File: config.mk
export PLATFORM = sky130hd
export DESIGN_NAME = cocd_option_decode
export DESIGN_NICKNAME = d
export VERILOG_FILES = /design/src/cocd_pkg.sv /design/src/cocd_option_decode.sv
export SDC_FILE = /design/constraint.sdc
export NUM_CORES = 1
export LEC_CHECK = 0
export BUFFER_PORTS_ARGS = -buffer_cell sky130_fd_sc_hd__buf_2
export CAP_MARGIN = 0
export CORE_AREA = 2 2 88 90
export CTS_CLUSTER_DIAMETER = 50
export DETAILED_ROUTE_END_ITERATION = 10
export DIE_AREA = 0 0 90 92
export PLACE_DENSITY = 0.88
export SETUP_SLACK_MARGIN = 0.05
export SYNTH_ARGS = -nofsm -noshare
export SYNTH_HDL_FRONTEND = slang
export SYNTH_HIERARCHICAL = 1
export SYNTH_SLANG_ARGS = --single-unit
File: constraint.sdc
create_clock -name clk_i -period 2.6 [get_ports clk_i]
set_input_delay 0 -clock clk_i [delete_from_list [all_inputs] [get_ports clk_i]]
set_output_delay 0 -clock clk_i [all_outputs]
set_load 0.005 [all_outputs]
File: src/cocd_pkg.sv
// shared constants and types for the option-word decoder
package cocd_pkg;

   // configuration store geometry
   localparam int CFG_W = 13;
   localparam int CFG_WORDS = 3;
   localparam int CUST_ID_W = 2 * CFG_W;

   // option word 0 field positions
   localparam int OPT_PERIOD_BIT = 8;
   localparam int OPT_WDT_OFF_BIT = 7;
   localparam int OPT_BRANCH_BIT = 6;
   localparam int OPT_CLKSRC_BIT = 4;
   localparam int OPT_POWER_BIT = 3;
   localparam int OPT_WP_LSB = 0;
   localparam int OPT_WP_W = 3;
   localparam logic [2:0] WP_OPEN_CODE = 3'h7;

   // instruction-cycle lengths in oscillator periods
   localparam logic [2:0] PERIOD_SHORT = 3'h2;
   localparam logic [2:0] PERIOD_LONG = 3'h4;

   // register byte offsets on the bus
   localparam int ADR_W = 8;
   localparam logic [7:0] ADDR_CTRL = 8'h00;
   localparam logic [7:0] ADDR_STATUS = 8'h04;
   localparam logic [7:0] ADDR_CYCLES = 8'h08;
   localparam logic [7:0] ADDR_OPTION = 8'h0c;

   // control register layout and reset value
   localparam int CTRL_W = 3;
   localparam int CTRL_SEQ_RUN_BIT = 0;
   localparam int CTRL_TICK_RUN_BIT = 1;
   localparam int CTRL_CNT_CLR_BIT = 2;
   localparam logic [2:0] CTRL_RESET = 3'h3;

   // status register layout
   localparam int STAT_LOADED_BIT = 0;
   localparam int STAT_PHASE_LSB = 4;
   localparam int CYCLE_CNT_W = 16;

   // decoded options as seen by the core
   typedef struct packed {
      logic period_four;
      logic watchdog_en;
      logic branch_two;
      logic xtal_mode;
      logic power_high;
      logic protect_en;
   } cocd_opt_t;

   // loader sequence
   typedef enum logic [1:0] {
      ST_LOAD = 2'b00,
      ST_RUN = 2'b01
   } cocd_state_t;

endpackage : cocd_pkg

File: src/cocd_option_decode.sv
// The placing of the registers and the Wishbone slave port are this design's own decisions.
`timescale 1ns/1ps

module cocd_option_decode
   import cocd_pkg::*;
#(
   parameter int CNT_W = CYCLE_CNT_W
) (
   input wire logic clk_i,
   input wire logic rst_i,
   input wire logic ce_i,
   input wire logic [CFG_W-1:0] cfg_word0_i,
   input wire logic [CFG_W-1:0] cfg_word1_i,
   input wire logic [CFG_W-1:0] cfg_word2_i,
   input wire logic [ADR_W-1:0] wb_adr_i,
   input wire logic [31:0] wb_dat_i,
   input wire logic [3:0] wb_sel_i,
   input wire logic wb_we_i,
   input wire logic wb_cyc_i,
   input wire logic wb_stb_i,
   output logic [31:0] wb_dat_o,
   output logic wb_ack_o,
   output logic wb_err_o,
   output cocd_opt_t opt_o,
   output logic [CUST_ID_W-1:0] customer_id_o,
   output logic instr_cycle_stb_o,
   output logic tick_src_stb_o
);

   // captured options and identity
   cocd_opt_t opt_q;
   logic [CUST_ID_W-1:0] cust_id_q;
   cocd_state_t state_q;
   cocd_state_t state_d;

   // sequencer state
   logic [2:0] phase_q;
   logic [2:0] phase_d;
   logic [2:0] period_len;
   logic phase_wrap;
   logic seq_active;
   logic [CNT_W-1:0] cycles_q;
   logic [CNT_W-1:0] cycles_d;
   logic instr_stb_q;
   logic tick_stb_q;

   // bus registers
   logic [CTRL_W-1:0] ctrl_q;
   logic [CTRL_W-1:0] ctrl_d;
   logic ack_q;
   logic err_q;
   logic [31:0] dat_q;

   // option word decode, used only while reset is asserted
   cocd_opt_t opt_decoded;
   logic [CUST_ID_W-1:0] cust_id_decoded;

   // one wire per option field, gathered into the struct below
   logic pick_period;
   logic pick_wdt_en;
   logic pick_branch;
   logic pick_xtal;
   logic pick_power;
   logic wp_open;

   // bits 12..9 and bit 5 of word 0 are simply not looked at
   // period select: low two periods, high four
   cocd_bit_pick #(
      .POS(OPT_PERIOD_BIT),
      .INVERT(1'b0)
   ) u_pick_period (
      .word_i(cfg_word0_i),
      .bit_o(pick_period)
   );

   // watchdog select is active low, so this pick inverts it
   cocd_bit_pick #(
      .POS(OPT_WDT_OFF_BIT),
      .INVERT(1'b1)
   ) u_pick_wdt (
      .word_i(cfg_word0_i),
      .bit_o(pick_wdt_en)
   );

   // jump and call length
   cocd_bit_pick #(
      .POS(OPT_BRANCH_BIT),
      .INVERT(1'b0)
   ) u_pick_branch (
      .word_i(cfg_word0_i),
      .bit_o(pick_branch)
   );

   // high selects crystal or an external clock on the crystal input
   cocd_bit_pick #(
      .POS(OPT_CLKSRC_BIT),
      .INVERT(1'b0)
   ) u_pick_xtal (
      .word_i(cfg_word0_i),
      .bit_o(pick_xtal)
   );

   // drive power level
   cocd_bit_pick #(
      .POS(OPT_POWER_BIT),
      .INVERT(1'b0)
   ) u_pick_power (
      .word_i(cfg_word0_i),
      .bit_o(pick_power)
   );

   // protection is lifted by one code only, so a half-programmed word stays safe
   cocd_code_match #(
      .LSB(OPT_WP_LSB),
      .W(OPT_WP_W),
      .CODE(WP_OPEN_CODE)
   ) u_match_wp (
      .word_i(cfg_word0_i),
      .match_o(wp_open)
   );

   assign opt_decoded = {pick_period, pick_wdt_en, pick_branch, pick_xtal, pick_power, ~wp_open};

   // word 2 forms the upper half, word 1 the lower half of the id
   assign cust_id_decoded = {cfg_word2_i, cfg_word1_i};

   // capture only under reset, so a glitching store cannot move options mid-run
   always_ff @(posedge clk_i) begin
      if (rst_i) begin
         opt_q <= opt_decoded;
      end
   end

   // the identity is captured alongside the options
   always_ff @(posedge clk_i) begin
      if (rst_i) begin
         cust_id_q <= cust_id_decoded;
      end
   end

   // loader sequence: hold in load for the first enabled cycle after release
   always_comb begin
      state_d = state_q;
      case (state_q)
         ST_LOAD: begin
            state_d = ST_RUN;
         end
         ST_RUN: begin
            state_d = ST_RUN;
         end
         default: begin
            state_d = ST_LOAD;
         end
      endcase
   end

   always_ff @(posedge clk_i) begin
      if (rst_i) begin
         state_q <= ST_LOAD;
      end else if (ce_i) begin
         state_q <= state_d;
      end
   end

   // instruction-cycle length follows the captured period select
   assign period_len = opt_q.period_four ? PERIOD_LONG : PERIOD_SHORT;
   assign seq_active = (state_q == ST_RUN) && ctrl_q[CTRL_SEQ_RUN_BIT];
   assign phase_wrap = seq_active && (phase_q == (period_len - 3'h1));

   // phase counter within one instruction cycle
   always_comb begin
      phase_d = phase_q;
      if (!seq_active) begin
         phase_d = 3'h0;
      end else if (phase_wrap) begin
         phase_d = 3'h0;
      end else begin
         phase_d = phase_q + 3'h1;
      end
   end

   // instruction cycle counter, cleared by software through the control word
   always_comb begin
      cycles_d = cycles_q;
      if (ctrl_q[CTRL_CNT_CLR_BIT]) begin
         cycles_d = '0;
      end else if (phase_wrap) begin
         cycles_d = cycles_q + {{(CNT_W-1){1'b0}}, 1'b1};
      end
   end

   // phase within the instruction cycle
   always_ff @(posedge clk_i) begin
      if (rst_i) begin
         phase_q <= 3'h0;
      end else if (ce_i) begin
         phase_q <= phase_d;
      end
   end

   // instruction cycle count
   always_ff @(posedge clk_i) begin
      if (rst_i) begin
         cycles_q <= '0;
      end else if (ce_i) begin
         cycles_q <= cycles_d;
      end
   end

   // strobes are registered so the core sees clean pulses one enabled cycle long
   always_ff @(posedge clk_i) begin
      if (rst_i) begin
         instr_stb_q <= 1'b0;
      end else if (ce_i) begin
         instr_stb_q <= phase_wrap;
      end
   end

   // tick source shares the instruction divider: fosc/2 or fosc/4
   always_ff @(posedge clk_i) begin
      if (rst_i) begin
         tick_stb_q <= 1'b0;
      end else if (ce_i) begin
         tick_stb_q <= phase_wrap && ctrl_q[CTRL_TICK_RUN_BIT];
      end
   end

   // bus decode
   logic bus_req;
   logic hit_ctrl;
   logic hit_status;
   logic hit_cycles;
   logic hit_option;
   logic hit_any;
   logic do_write;
   logic [31:0] rd_mux;
   logic [31:0] status_word;

   // a new request is seen only while no answer is standing
   assign bus_req = wb_cyc_i && wb_stb_i && !ack_q && !err_q;
   assign hit_ctrl = (wb_adr_i == ADDR_CTRL);
   assign hit_status = (wb_adr_i == ADDR_STATUS);
   assign hit_cycles = (wb_adr_i == ADDR_CYCLES);
   assign hit_option = (wb_adr_i == ADDR_OPTION);
   assign hit_any = hit_ctrl || hit_status || hit_cycles || hit_option;
   assign do_write = bus_req && wb_we_i && hit_ctrl && wb_sel_i[0];

   // status shows only loader and sequencer state, never the option fields
   assign status_word = {{(32-STAT_PHASE_LSB-3){1'b0}}, phase_q,
                         {(STAT_PHASE_LSB-1){1'b0}}, (state_q == ST_RUN)};

   // the option slot answers but is write-ignored and reads zero
   assign rd_mux = hit_ctrl ? {{(32-CTRL_W){1'b0}}, ctrl_q} :
                   hit_status ? status_word :
                   hit_cycles ? {{(32-CNT_W){1'b0}}, cycles_q} :
                   32'h0000_0000;

   // control: counter clear self-clears one cycle after it is written
   always_comb begin
      ctrl_d = ctrl_q;
      ctrl_d[CTRL_CNT_CLR_BIT] = 1'b0;
      if (do_write) begin
         ctrl_d = wb_dat_i[CTRL_W-1:0];
      end
   end

   always_ff @(posedge clk_i) begin
      if (rst_i) begin
         ctrl_q <= CTRL_RESET;
      end else if (ce_i) begin
         ctrl_q <= ctrl_d;
      end
   end

   // single registered answer per request; unmapped addresses get err
   always_ff @(posedge clk_i) begin
      if (rst_i) begin
         ack_q <= 1'b0;
         err_q <= 1'b0;
      end else if (ce_i) begin
         ack_q <= bus_req && hit_any;
         err_q <= bus_req && !hit_any;
      end
   end

   // read data is kept until the next mapped read, so a slow master still sees it
   always_ff @(posedge clk_i) begin
      if (rst_i) begin
         dat_q <= 32'h0000_0000;
      end else if (ce_i && bus_req && hit_any && !wb_we_i) begin
         dat_q <= rd_mux;
      end
   end

   // outputs
   assign wb_ack_o = ack_q;
   assign wb_err_o = err_q;
   assign wb_dat_o = dat_q;
   assign opt_o = opt_q;
   assign customer_id_o = cust_id_q;
   assign instr_cycle_stb_o = instr_stb_q;
   assign tick_src_stb_o = tick_stb_q;

endmodule : cocd_option_decode

// one option bit taken from a configuration word, optionally inverted
module cocd_bit_pick
   import cocd_pkg::*;
#(
   parameter int POS = 0,
   parameter bit INVERT = 1'b0
) (
   input wire logic [CFG_W-1:0] word_i,
   output logic bit_o
);

   // a plain wire: the capture flops sit in the parent
   assign bit_o = word_i[POS] ^ INVERT;

endmodule : cocd_bit_pick

// compares a field against a single code; every other value counts as a miss
module cocd_code_match
   import cocd_pkg::*;
#(
   parameter int LSB = 0,
   parameter int W = 3,
   parameter logic [W-1:0] CODE = '1
) (
   input wire logic [CFG_W-1:0] word_i,
   output logic match_o
);

   // whole-field compare, so a single stray bit keeps the match low
   assign match_o = (word_i[LSB +: W] == CODE);

endmodule : cocd_code_match

======== After elaboration in Yosys (flattened, before gate mapping) ========
Cells that the tools add are included.
Widths: inputs -> output; s select.
operators by class
  add/sub/neg operators ................... 3
  eq/ne operators ......................... 6
  muxes and demuxes ....................... 10
  bitwise gates (word level) .............. 2
  reduce and logical (&&, ||, !) cells .... 27
operator list
  kind                   number
  $mux 16                5
  $add 16x1->16 const B  1
  $eq 8x4->1 const B     2
  $logic_and 1x1->1      14
  $mux 3                 4
  $eq 8x3->1 const B     1
  $logic_not 8->1        1
  $logic_not 1->1        4
  $reduce_and 2->1       2
  $add 3x1->3 const B    1
  $eq 3x3->1             1
  $eq 3x3->1 const B     1
  $logic_or 1x1->1       3
  $sub 3x1->3 const B    1
  $eq 2x1->1 const B     1
  $logic_not 2->1        1
  $not 1->1              2
  $reduce_bool 2->1      1
  $reduce_or 2->1        1
  $mux 1                 1
storage, ports and cells
  register bits ........................... 92
  output and inout port bits .............. 68
  word-level logic and storage cells ...... 65

======== Logic depth before layout (Yosys ltp) ========
Gate-level depths: netlist of the first run.
  word-level depth ........................ 7
  depth in mapped cells ................... 6
  depth with buffers taken out ............ 5

======== Hierarchy ========
The synthesis of the first run kept the hierarchy.
by module, submodules not included
  module                              instances  cells an instance  area an instance (um^2)  sequential area each (um^2)
  cocd_option_decode                  1          311                3,251.9                  1,821.7
  cocd_bit_pick at u_pick_branch ...  4          1                  7.5                      0.0
  cocd_code_match                     1          1                  6.3                      0.0
  cocd_bit_pick at u_pick_wdt         1          1                  3.8                      0.0

======== Least setup slack after synthesis of the first run ========
Ideal clock, no wire load.
  path type ............................... input -> register
  start point ............................. input wb_adr_i[1]
  end point ............................... register dat_q[6] (netlist: wb_dat_o[6])
  arrival ................................. 1,766 ps
  required time ........................... 2,530 ps
  path slack .............................. 764 ps
  cell stages on the path ................. 5
  path buffers ............................ 1
  path through ............................ or4_4 > or4_4 > clkbuf_2 > or4_1 > a21oi_1
between the ends
  word-level cells in the longest chain between the ends .. 6
RTL lines
  what                                           line                                                  RTL
  from (decl)                                    cocd_option_decode.sv:15                              input wire logic [ADR_W-1:0] wb_adr_i,
  $eq 8x3->1 or $logic_not 8->1 (tied branches)  cocd_option_decode.sv:242, cocd_option_decode.sv:241
  $logic_or 1x1->1 (3 in series)                 cocd_option_decode.sv:245                             assign hit_any = hit_ctrl || hit_status || hit_cycles || hit_option;
  $logic_and 1x1->1 (2 in series)                cocd_option_decode.sv:290                             end else if (ce_i && bus_req && hit_any && !wb_we_i) begin
  to (signal assigned)                           cocd_option_decode.sv:291                             dat_q <= rd_mux;
  to (decl)                                      cocd_option_decode.sv:52                              logic [31:0] dat_q;
Several ways; a longest one is shown, not always the timed one.
A chain may end at the register's enable or synchronous reset.

======== Worst setup path in the final report of the first run ========
  start point ............................. register err_q (netlist: wb_err_o)
  end point ............................... register dat_q[0] (netlist: wb_dat_o[0])
between the ends
  word-level cells in the longest chain between the ends .. 5
RTL lines
  what                             line                       RTL
  from (decl)                      cocd_option_decode.sv:51   logic err_q;
  from (signal assigned)           cocd_option_decode.sv:282  err_q <= bus_req && !hit_any;
  $logic_not 1->1                  cocd_option_decode.sv:240  assign bus_req = wb_cyc_i && wb_stb_i && !ack_q && !err_q;
  $logic_and 1x1->1                cocd_option_decode.sv:240
  $logic_and 1x1->1 (3 in series)  cocd_option_decode.sv:290
Every way passes these cells.

==> metrics.csv, run 1 <==
metric;value;unit
status;complete, no violations;
pin_count;157;
routed_wl;9140;um
syn_area;3290;um^2
drtIter0Drc;383;
avgSynthCellArea;10.4;um^2
worst-path-max-fanout;25;
async_reset_ff_share;0;%
yosys.area.top_type;edfxtp_1;
synth_top_area_share;29.2;%
maxCapViolations;0;
drive_above_1_share;27.7;%
worst_slack;0.518;ns
track_usage;22.1;%
slowest_delay;0.60;ns
grt_first_pass_wirelength;14800;um
synthTopCellsByArea;edfxtp_1 (29%), dfxtp_1 (26%), buf_4 (4.6%);
yosysSeqAreaShare;55.3;%
crit_type;flip-flop to flip-flop;
die_area;8280;um^2
endpoint_kind;flip-flop;
ant_nets;0;
path_cells;nand4bb_1 > or4_4 > or4_1 > a21oi_1;
internal-power;1.72;mW
vias;3098;
synth_flop_cell;dfxtp_1;
clkTransAtPathRegs;0.08;ns
vdd_drop_max;0.256;mV
finalCritPeriodShare;80.1;%
netlist_instances;317;
combPwrFrac;9.3;%
place_ws;0.524;ns
power_frac_clock;34.1;%
ctsResizeCount;0;
tightest_slew;0.678;ns
fin_setup_tns;0;ns
cts_inserted_buffers;9;
slew_headroom;54.2;%
cts_root_buf;clkbuf_8;
post_drt_via_cell_ratio;5.63;
cts_buffer_depth;2;
fp.dieW;90;um
area_delta_synth_final;30.5;%
grt_pass1_vias;2965;
fin_area;4300;um^2
synth-seq-cells;75;
yosys_warnings;6;
coreArea;7450;um^2
io_buffers;103;
total_switching_power;557;uW
cts_sinks;75;
power_density;530;nW/um^2
slowest_stage;or4_4;
postCtsSetupBuffers;0;
p_sw_share;24.4;%
finClkSkew;0.00751;ns
wl_per_cell;16.6;um
chipHeight;92;um
synth-edff-count;32;
antenna_found_initial;0;
start_util;44.2;%
hpwl;5720;um
timing.fmax;480;MHz
slew_viol_final;0;
p_seq_share;56.7;%
drt_first_pass_iters;5;
rows;32;
drc;0;
antenna_cells;0;
place_area;3790;um^2
hold_viol;0;
layout.nets;534;
cp.arrival;2.36;ns
ctsHoldBuffers;34;
place_congestion;0.875;
required;2.87;ns
holdCritPathClass;primary input to flip-flop;
synth_cell_type_count;48;
grt-ovfl-total;0;
period_minus_slack;2.08;ns
final-setup-viol-count;0;
rsz0062_at_grt;false;
cts_tree;yes;
hold-worst-slack;0.0158;ns
insertion_delay;0.35;ns
final_common_cell;buf_2;
cts.htree.levels;3;
layout_common_cells;buf_2 (103), dfxtp_1 (43), dlygate4sd3_1 (34), edfxtp_1 (32), a21oi_1 (25);
grt_max_degree;35;
leakage;1.72;nW
startpoint_type;flip-flop;
-- stage by stage --
step	power, mW	std cells	utilization, %
finish	2.28	550	57.7
global route	2.35	550	57.7
CTS	2.27	550	57.7
detailed placement	1.48	500	50.9
global placement	1.47	500	50.9
floorplan	1.40	332	-
-- final timing paths --
| kind | startpoint | end | slack [ns] | cells after the start |
|---|---|---|---|---|
| max | wb_err_o | wb_dat_o[0] | 0.52 | 4 |
| min | cfg_word0_i[0] | opt_o[0] | 0.02 | 3 |
| max reg2reg | wb_err_o | wb_dat_o[0] | 0.52 | 4 |
| min reg2reg | wb_dat_o[13] | wb_dat_o[13] | 0.47 | 2 |
-- sequential cells by signal, summed over array words and instances (netlist names) --
register	count
phase_q	3
customer_id_o	26
opt_o	6
tick_src_stb_o	1
wb_ack_o	1
wb_err_o	1
instr_cycle_stb_o	1
ctrl_q	3
state_q	1
cycles_q	16
wb_dat_o	16
-- area by class of cell --
class,count,area [um^2]
well taps,102,128
clock inverters,7,45.0
multi-input cells,207,1260
fillers,581,3150
flip-flops and latches,75,1820
repair buffers,140,878
inverters,10,37.5
clock buffers,9,124
-- cells in the mapped netlist, types with 3 or more instances --
cell type / n
a22oi_1: 6
or4_1: 7
nand3_1: 10
nor3_1: 8
a31oi_1: 3
edfxtp_1: 32
nor2_1: 23
nand3b_1: 3
nand2b_1: 3
dfxtp_1: 43
o311ai_0: 3
buf_4: 20
nand4_1: 8
a21oi_1: 25
o21ai_0: 21
clkbuf_1: 17
nand2_1: 10
mux2i_1: 4
a311o_1: 3
inv_1: 10
and3_1: 8
nand4b_1: 12
a2bb2oi_1: 3
-- power by group through the flow --
stage               Sequential [mW]  Clock, mW  Combinational, mW
floorplan                      1.32          0             0.0795
global placement               1.31          0              0.156
detailed placement             1.32          0              0.163
CTS                            1.29      0.777              0.204
global route                   1.29      0.835              0.228
finish                         1.29      0.776              0.211
-- worst max-delay path, delay by kind of cell, from the launching register on --
family / cells / cell delay [ns]
simple gates: 3 / 1.45
flops: 1 / 0.33
compound gates: 1 / 0.22
-- metal layers --
metal  vias up  share of wire [%]  wire length (um)  global-route usage [%]
met5         -                  0                 0                       0
met2       211                 50              4610                    39.7
met1      1440                 38              3470                    24.8
met3        35                8.8               807                    5.34
met4         0                2.8               260                    10.5
li1       1412                  -                 -                       -
-- cells by family (layout without fill, tap and decap cells) --
logic type,after synthesis,after routing,share of synthesized area (%)
AND/OR/NAND/NOR,106,106,19.0
AO/OA/AOI/OAI,76,76,14.6
flip-flops,75,75,55.3
buffers and inverters,50,166,8.02
multiplexers,5,5,1.56
adder cells (fa/ha/maj),2,2,0.760
XOR/XNOR,2,2,0.532
other,1,16,0.114
(Power assumes the default switching activity.)
==> run 2: changes to the inputs <==
- CORE_AREA: 2 2 88 90 -> 2 2 92 94
- DIE_AREA: 0 0 90 92 -> 0 0 94 96
- PLACE_DENSITY: 0.88 -> 0.85
- clock period: 2.6 -> 1.9 ns (I/O delays scaled with it)
==> run 2 against run 1 <==
Sequential share of layout area fell by 2.3 points. Critical path depth did not move. Cell area rose by 5.9%. Global-route usage rose by 0.81 points. Setup slack got worse by 0.49 ns. Worst hold slack improved by 0.014 ns. Flip-flop and latch count did not move. Largest power group unchanged.
==> metrics.csv, run 2 (synthesis results as in run 1) <==
metric;value;unit;change
cts.htree.levels;3;;unchanged
rsz0062_at_grt;true;;
drt_first_pass_iters;5;;unchanged
p_sw_share;22.0;%;-2.4 points
place_ws;-0.0723;ns;-0.596 ns
cts_buffer_depth;2;;unchanged
layout_common_cells;buf_2 (103), dfxtp_1 (41), dlygate4sd3_1 (34), edfxtp_1 (32), nor2_1 (23);;
io_buffers;103;;unchanged
drive_above_1_share;33.3;%;+5.7 points
cts_tree;yes;;
fin_cells;564;;+2.5%
antenna_cells;0;;unchanged
track_usage;23.0;%;+0.81 points
startpoint_type;flip-flop;;
antenna_found_initial;0;;unchanged
grt_first_pass_wirelength;15800;um;+7.3%
area_delta_synth_final;38.2;%;
fin_setup_tns;0;ns;unchanged
fp.dieW;94;um;+4.4%
worst_slack;0.0276;ns;-0.490 ns
total_switching_power;785;uW;+41%
final-setup-viol-count;0;;unchanged
worst-path-max-fanout;5;;-80%
pin_count;157;;unchanged
coreArea;8050;um^2;+8.1%
layout.nets;545;;+2.1%
cts_root_buf;clkbuf_8;;
post-place-cells;511;;+2.2%
start_util;40.9;%;-3.3 points
die_area;9020;um^2;+9.0%
clkTransAtPathRegs;0.08;ns;about the same
grt-ovfl-total;0;;unchanged
power_frac_clock;41.5;%;+7.4 points
timing.fmax;534;MHz;+11%
hold-worst-slack;0.0302;ns;+0.0145 ns
endpoint_kind;flip-flop;;
routed_wl;10600;um;+16%
slew_viol_final;0;;unchanged
rows;33;;+3.1%
finClkSkew;0.0116;ns;+0.00409 ns
tightest_slew;0.592;ns;-0.0860 ns
leakage;1.83;nW;+6.3%
final_common_cell;buf_2;;
combPwrFrac;8.8;%;-0.5 points
crit_type;flip-flop to flip-flop;;
place_congestion;0.822;;-6.0%
finalCritPeriodShare;98.5;%;+18 points
holdCritPathClass;primary input to flip-flop;;
internal-power;2.78;mW;+61%
hpwl;6020;um;+5.3%
p_seq_share;49.7;%;-7.0 points
cts_inserted_buffers;9;;unchanged
period_minus_slack;1.87;ns;-0.210 ns
post_drt_via_cell_ratio;5.90;;+4.8%
grt_pass1_vias;3124;;+5.4%
hold_viol;0;;unchanged
cp.arrival;2.15;ns;-0.21 ns
insertion_delay;0.35;ns;about the same
vias;3330;;+7.5%
required;2.18;ns;-0.69 ns
slew_headroom;60.5;%;+6.3 points
grt_max_degree;48;;+37%
drc;0;;unchanged
maxCapViolations;0;;unchanged
vdd_drop_max;0.349;mV;+36%
chipHeight;96;um;+4.3%
cts_sinks;75;;unchanged
ant_nets;0;;unchanged
drtIter0Drc;412;;+7.6%
wl_per_cell;18.9;um;+14%
status;complete, no violations;;
power_density;782;nW/um^2;+48%
largest_register_ffs;26;;unchanged
[run 2: cell count changes in the layout (fill, tap and decap cells not counted), sizes merged]
cell,change
or4,+1
bufinv,+3
clkbuf,+1
buf,+10
clkinv,-3
clkinvlp,-1
[run 2: area by class of cell]
cell class / instances / area (um^2)
clock buffer: 10 / 128
timing repair buffer: 150 / 966
sequential: 75 / 1820
inverter: 10 / 37.5
clock inverter: 6 / 115
multi-input combinational: 208 / 1350
fill: 572 / 3500
tap: 105 / 131
[run 2: stage by stage]
stage          total power [mW]  util (%)  instance area, um^2
6_report                   3.56      56.5                 4550
5_1_grt                    3.69      56.5                 4550
4_1_cts                    3.54      55.5                 4470
3_5_place_dp               2.03      48.0                 3860
3_3_place_gp               2.02      48.0                 3860
2_1_floorplan              1.91         -                 3350
[run 2: per-layer routing]
| layer | vias up | track usage [%] | wire length, um |
|---|---|---|---|
| met5 | - | 0 | 0 |
| li1 | 1445 | - | - |
| met4 | 0 | 13.4 | 502 |
| met2 | 287 | 40.1 | 5080 |
| met1 | 1548 | 25.4 | 3900 |
| met3 | 50 | 5.79 | 1160 |
[run 2: power by group through the flow]
stage	clock network [mW]	registers, mW	logic, mW
2_1_floorplan	0	1.81	0.109
3_3_place_gp	0	1.80	0.223
4_1_cts	1.49	1.76	0.292
6_report	1.48	1.77	0.315
3_5_place_dp	0	1.80	0.232
5_1_grt	1.58	1.77	0.339
[run 2: timing repair]
| action | 4_1_cts | 5_1_grt |
|---|---|---|
| buffers inserted | 0 | 2 |
| hold buffers | 34 | 0 |
| pin swaps | 0 | 9 |
| gates resized for setup | 2 | 20 |
| gates cloned | 0 | 1 |
| endpoints found under the hold margin | 34 | 0 |
| setup endpoints to repair | 4 | 11 |
[run 2: final timing paths]
path / cells after the start / end / slack, ns / from
min reg2reg: 2 / wb_dat_o[9] / 0.48 / wb_dat_o[9]
max reg2reg: 4 / wb_dat_o[5] / 0.03 / wb_err_o
min: 3 / opt_o[0] / 0.03 / cfg_word0_i[0]
max: 4 / wb_dat_o[5] / 0.03 / wb_err_o
[run 2: critical path: stages, from the launching register on]
cell and delay (ns):
dfxtp_2 0.34, nand4bb_4 0.24, or4_4 0.55, or4_4 0.52
a21oi_2 0.15
==> run 3: changes to the inputs <==
- CORE_AREA: 2 2 92 94 -> 2 2 123 65
- CTS_BUF_LIST: not set -> sky130_fd_sc_hd__clkbuf_8 sky130_fd_sc_hd__clkbuf_16
- DIE_AREA: 0 0 94 96 -> 0 0 125 67
- PLACE_DENSITY: 0.85 -> 0.89
- clock period: 1.9 -> 2.05 ns (I/O delays scaled with it)
==> run 3 against run 2 <==
Combinational power shrank 13%. Critical path depth grew 1. Sequential share of layout area grew 0.24 points. Sequential power shrank 7%. Non-clock buffer count is the same. Clock power grew 12%. Clock skew shrank 0.0094 ns. Count of clock-buffer cells in the layout shrank 1. Cell area shrank 0.74%. Wire length shrank 14%.
==> metrics.csv, run 3 (synthesis results as in run 1) <==
metric;value;unit;change
status;complete, no violations;;
slew_headroom;57.3;%;-3.2 points
track_usage;21.8;%;-1.1 points
cts_root_buf;clkbuf_16;;
ctsHoldBuffers;35;;+2.9%
post_drt_via_cell_ratio;5.65;;-4.3%
power_density;790;nW/um^2;+0.93%
start_util;45.6;%;+4.8 points
coreArea;7210;um^2;-10%
drc;0;;unchanged
required;2.26;ns;+0.08 ns
slowest_stage;dfxtp_1;;
largest_register_ffs;26;;unchanged
maxCapViolations;0;;unchanged
wl_per_cell;16.5;um;-13%
holdCritPathClass;primary input to flip-flop;;
tightest_slew;0.640;ns;+0.0483 ns
fp.dieW;125;um;+33%
leakage;1.85;nW;+0.99%
clkTransAtPathRegs;0.06;ns;-0.02 ns
period_minus_slack;1.85;ns;-0.0250 ns
finalCritPeriodShare;90.1;%;-8.4 points
slowest_delay;0.45;ns;-0.10 ns
chipHeight;67;um;-30%
drtIter0Drc;342;;-17%
drive_above_1_share;29.3;%;-4.1 points
ant_nets;0;;unchanged
cts_tree;yes;;
grt-ovfl-total;0;;unchanged
timing.fmax;541;MHz;+1.4%
layout.nets;544;;-0.18%
pin_count;157;;unchanged
critPathTopFamily;simple AND/OR/NAND/NOR gates;;
finClkSkew;0.00224;ns;-0.00936 ns
rsz0062_at_grt;false;;
endpoint_kind;flip-flop;;
routed_wl;9130;um;-14%
grt_first_pass_wirelength;14200;um;-10%
fin_cells;554;;-1.8%
grt_pass1_vias;2964;;-5.1%
vias;3130;;-6.0%
path_cells;ha_1 > and4_1 > nand4_1 > o31ai_1 > nor2_1;;
vdd_drop_max;0.414;mV;+19%
final-setup-viol-count;0;;unchanged
cts.htree.levels;3;;unchanged
hold_viol;0;;unchanged
fin_area;4520;um^2;-0.74%
path_buf_inv;0;;unchanged
cts_inserted_buffers;9;;unchanged
rows;22;;-33%
crit_type;flip-flop to flip-flop;;
post-place-cells;503;;-1.6%
cts_sinks;75;;unchanged
cts_buffer_depth;2;;unchanged
io_buffers;103;;unchanged
fin_setup_tns;0;ns;unchanged
place_congestion;0.888;;+8.0%
hpwl;5690;um;-5.6%
insertion_delay;0.33;ns;-0.02 ns
antenna_found_initial;0;;unchanged
die_area;8380;um^2;-7.2%
cp.arrival;2.06;ns;-0.09 ns
ctsResizeCount;0;;-2
antenna_cells;0;;unchanged
postCtsSetupBuffers;0;;unchanged
grt_max_degree;36;;-25%
startpoint_type;flip-flop;;
layout_common_cells;buf_2 (103), dfxtp_1 (43), dlygate4sd3_1 (35), edfxtp_1 (32), a21oi_1 (25);;
final_common_cell;buf_2;;
slew_viol_final;0;;unchanged
place_area;3850;um^2;-0.42%
area_delta_synth_final;37.2;%;
worst-path-max-fanout;7;;+2
drt_first_pass_iters;6;;+1
[run 3: cell type report]
type                    instances  area [um^2]
clock inverters                 7         93.8
well taps                      96          120
fillers                       528         2700
multi-input cells             207         1260
repair buffers                150          956
flip-flops and latches         75         1820
clock buffers                   9          225
inverters                      10         37.5
[run 3: stage by stage]
stage | power [mW] | setup slack (ns) | hold slack (ns) | utilization [%]
global route | 3.68 | 0.142 | 0.0727 | 62.6
detailed placement | 1.88 | 0.123 | 0.178 | 53.3
global placement | 1.87 | 0.161 | 0.176 | 53.3
finish | 3.57 | 0.203 | 0.0585 | 62.6
CTS | 3.57 | 0.267 | 0.0371 | 62.6
floorplan | 1.77 | 0.214 | 0.0989 | -
[run 3: where the power goes]
part	total (mW)	internal, mW	leakage [nW]	switching [mW]
clock network	1.66	1.06	0.157	0.594
logic	0.273	0.140	1.03	0.133
registers	1.64	1.62	0.660	0.0191
total	3.57	2.82	1.85	0.746
[run 3: final timing paths]
path	cells after the start	slack [ns]	end	startpoint
worst min register to register	2	0.46	instr_cycle_stb_o	instr_cycle_stb_o
worst max-delay path	5	0.20	cycles_q[8]	cycles_q[1]
worst min-delay path	4	0.06	ctrl_q[0]	wb_sel_i[0]
worst max register to register	5	0.20	cycles_q[8]	cycles_q[1]
[run 3: tightest hold or removal path, stage by stage]
cell,delay (ns)
buf_2,0.11
nand3_1,0.09
o21ai_0,0.08
nand3_1,0.07
[run 3: layer usage]
| layer | up-vias | track usage, % | share of wire (%) |
|---|---|---|---|
| li1 | 1436 | - | - |
| met1 | 1486 | 25.0 | 39 |
| met2 | 180 | 39.3 | 49 |
| met3 | 28 | 5.30 | 9.1 |
| met4 | 0 | 10.3 | 2.6 |
| met5 | - | 0 | 0 |
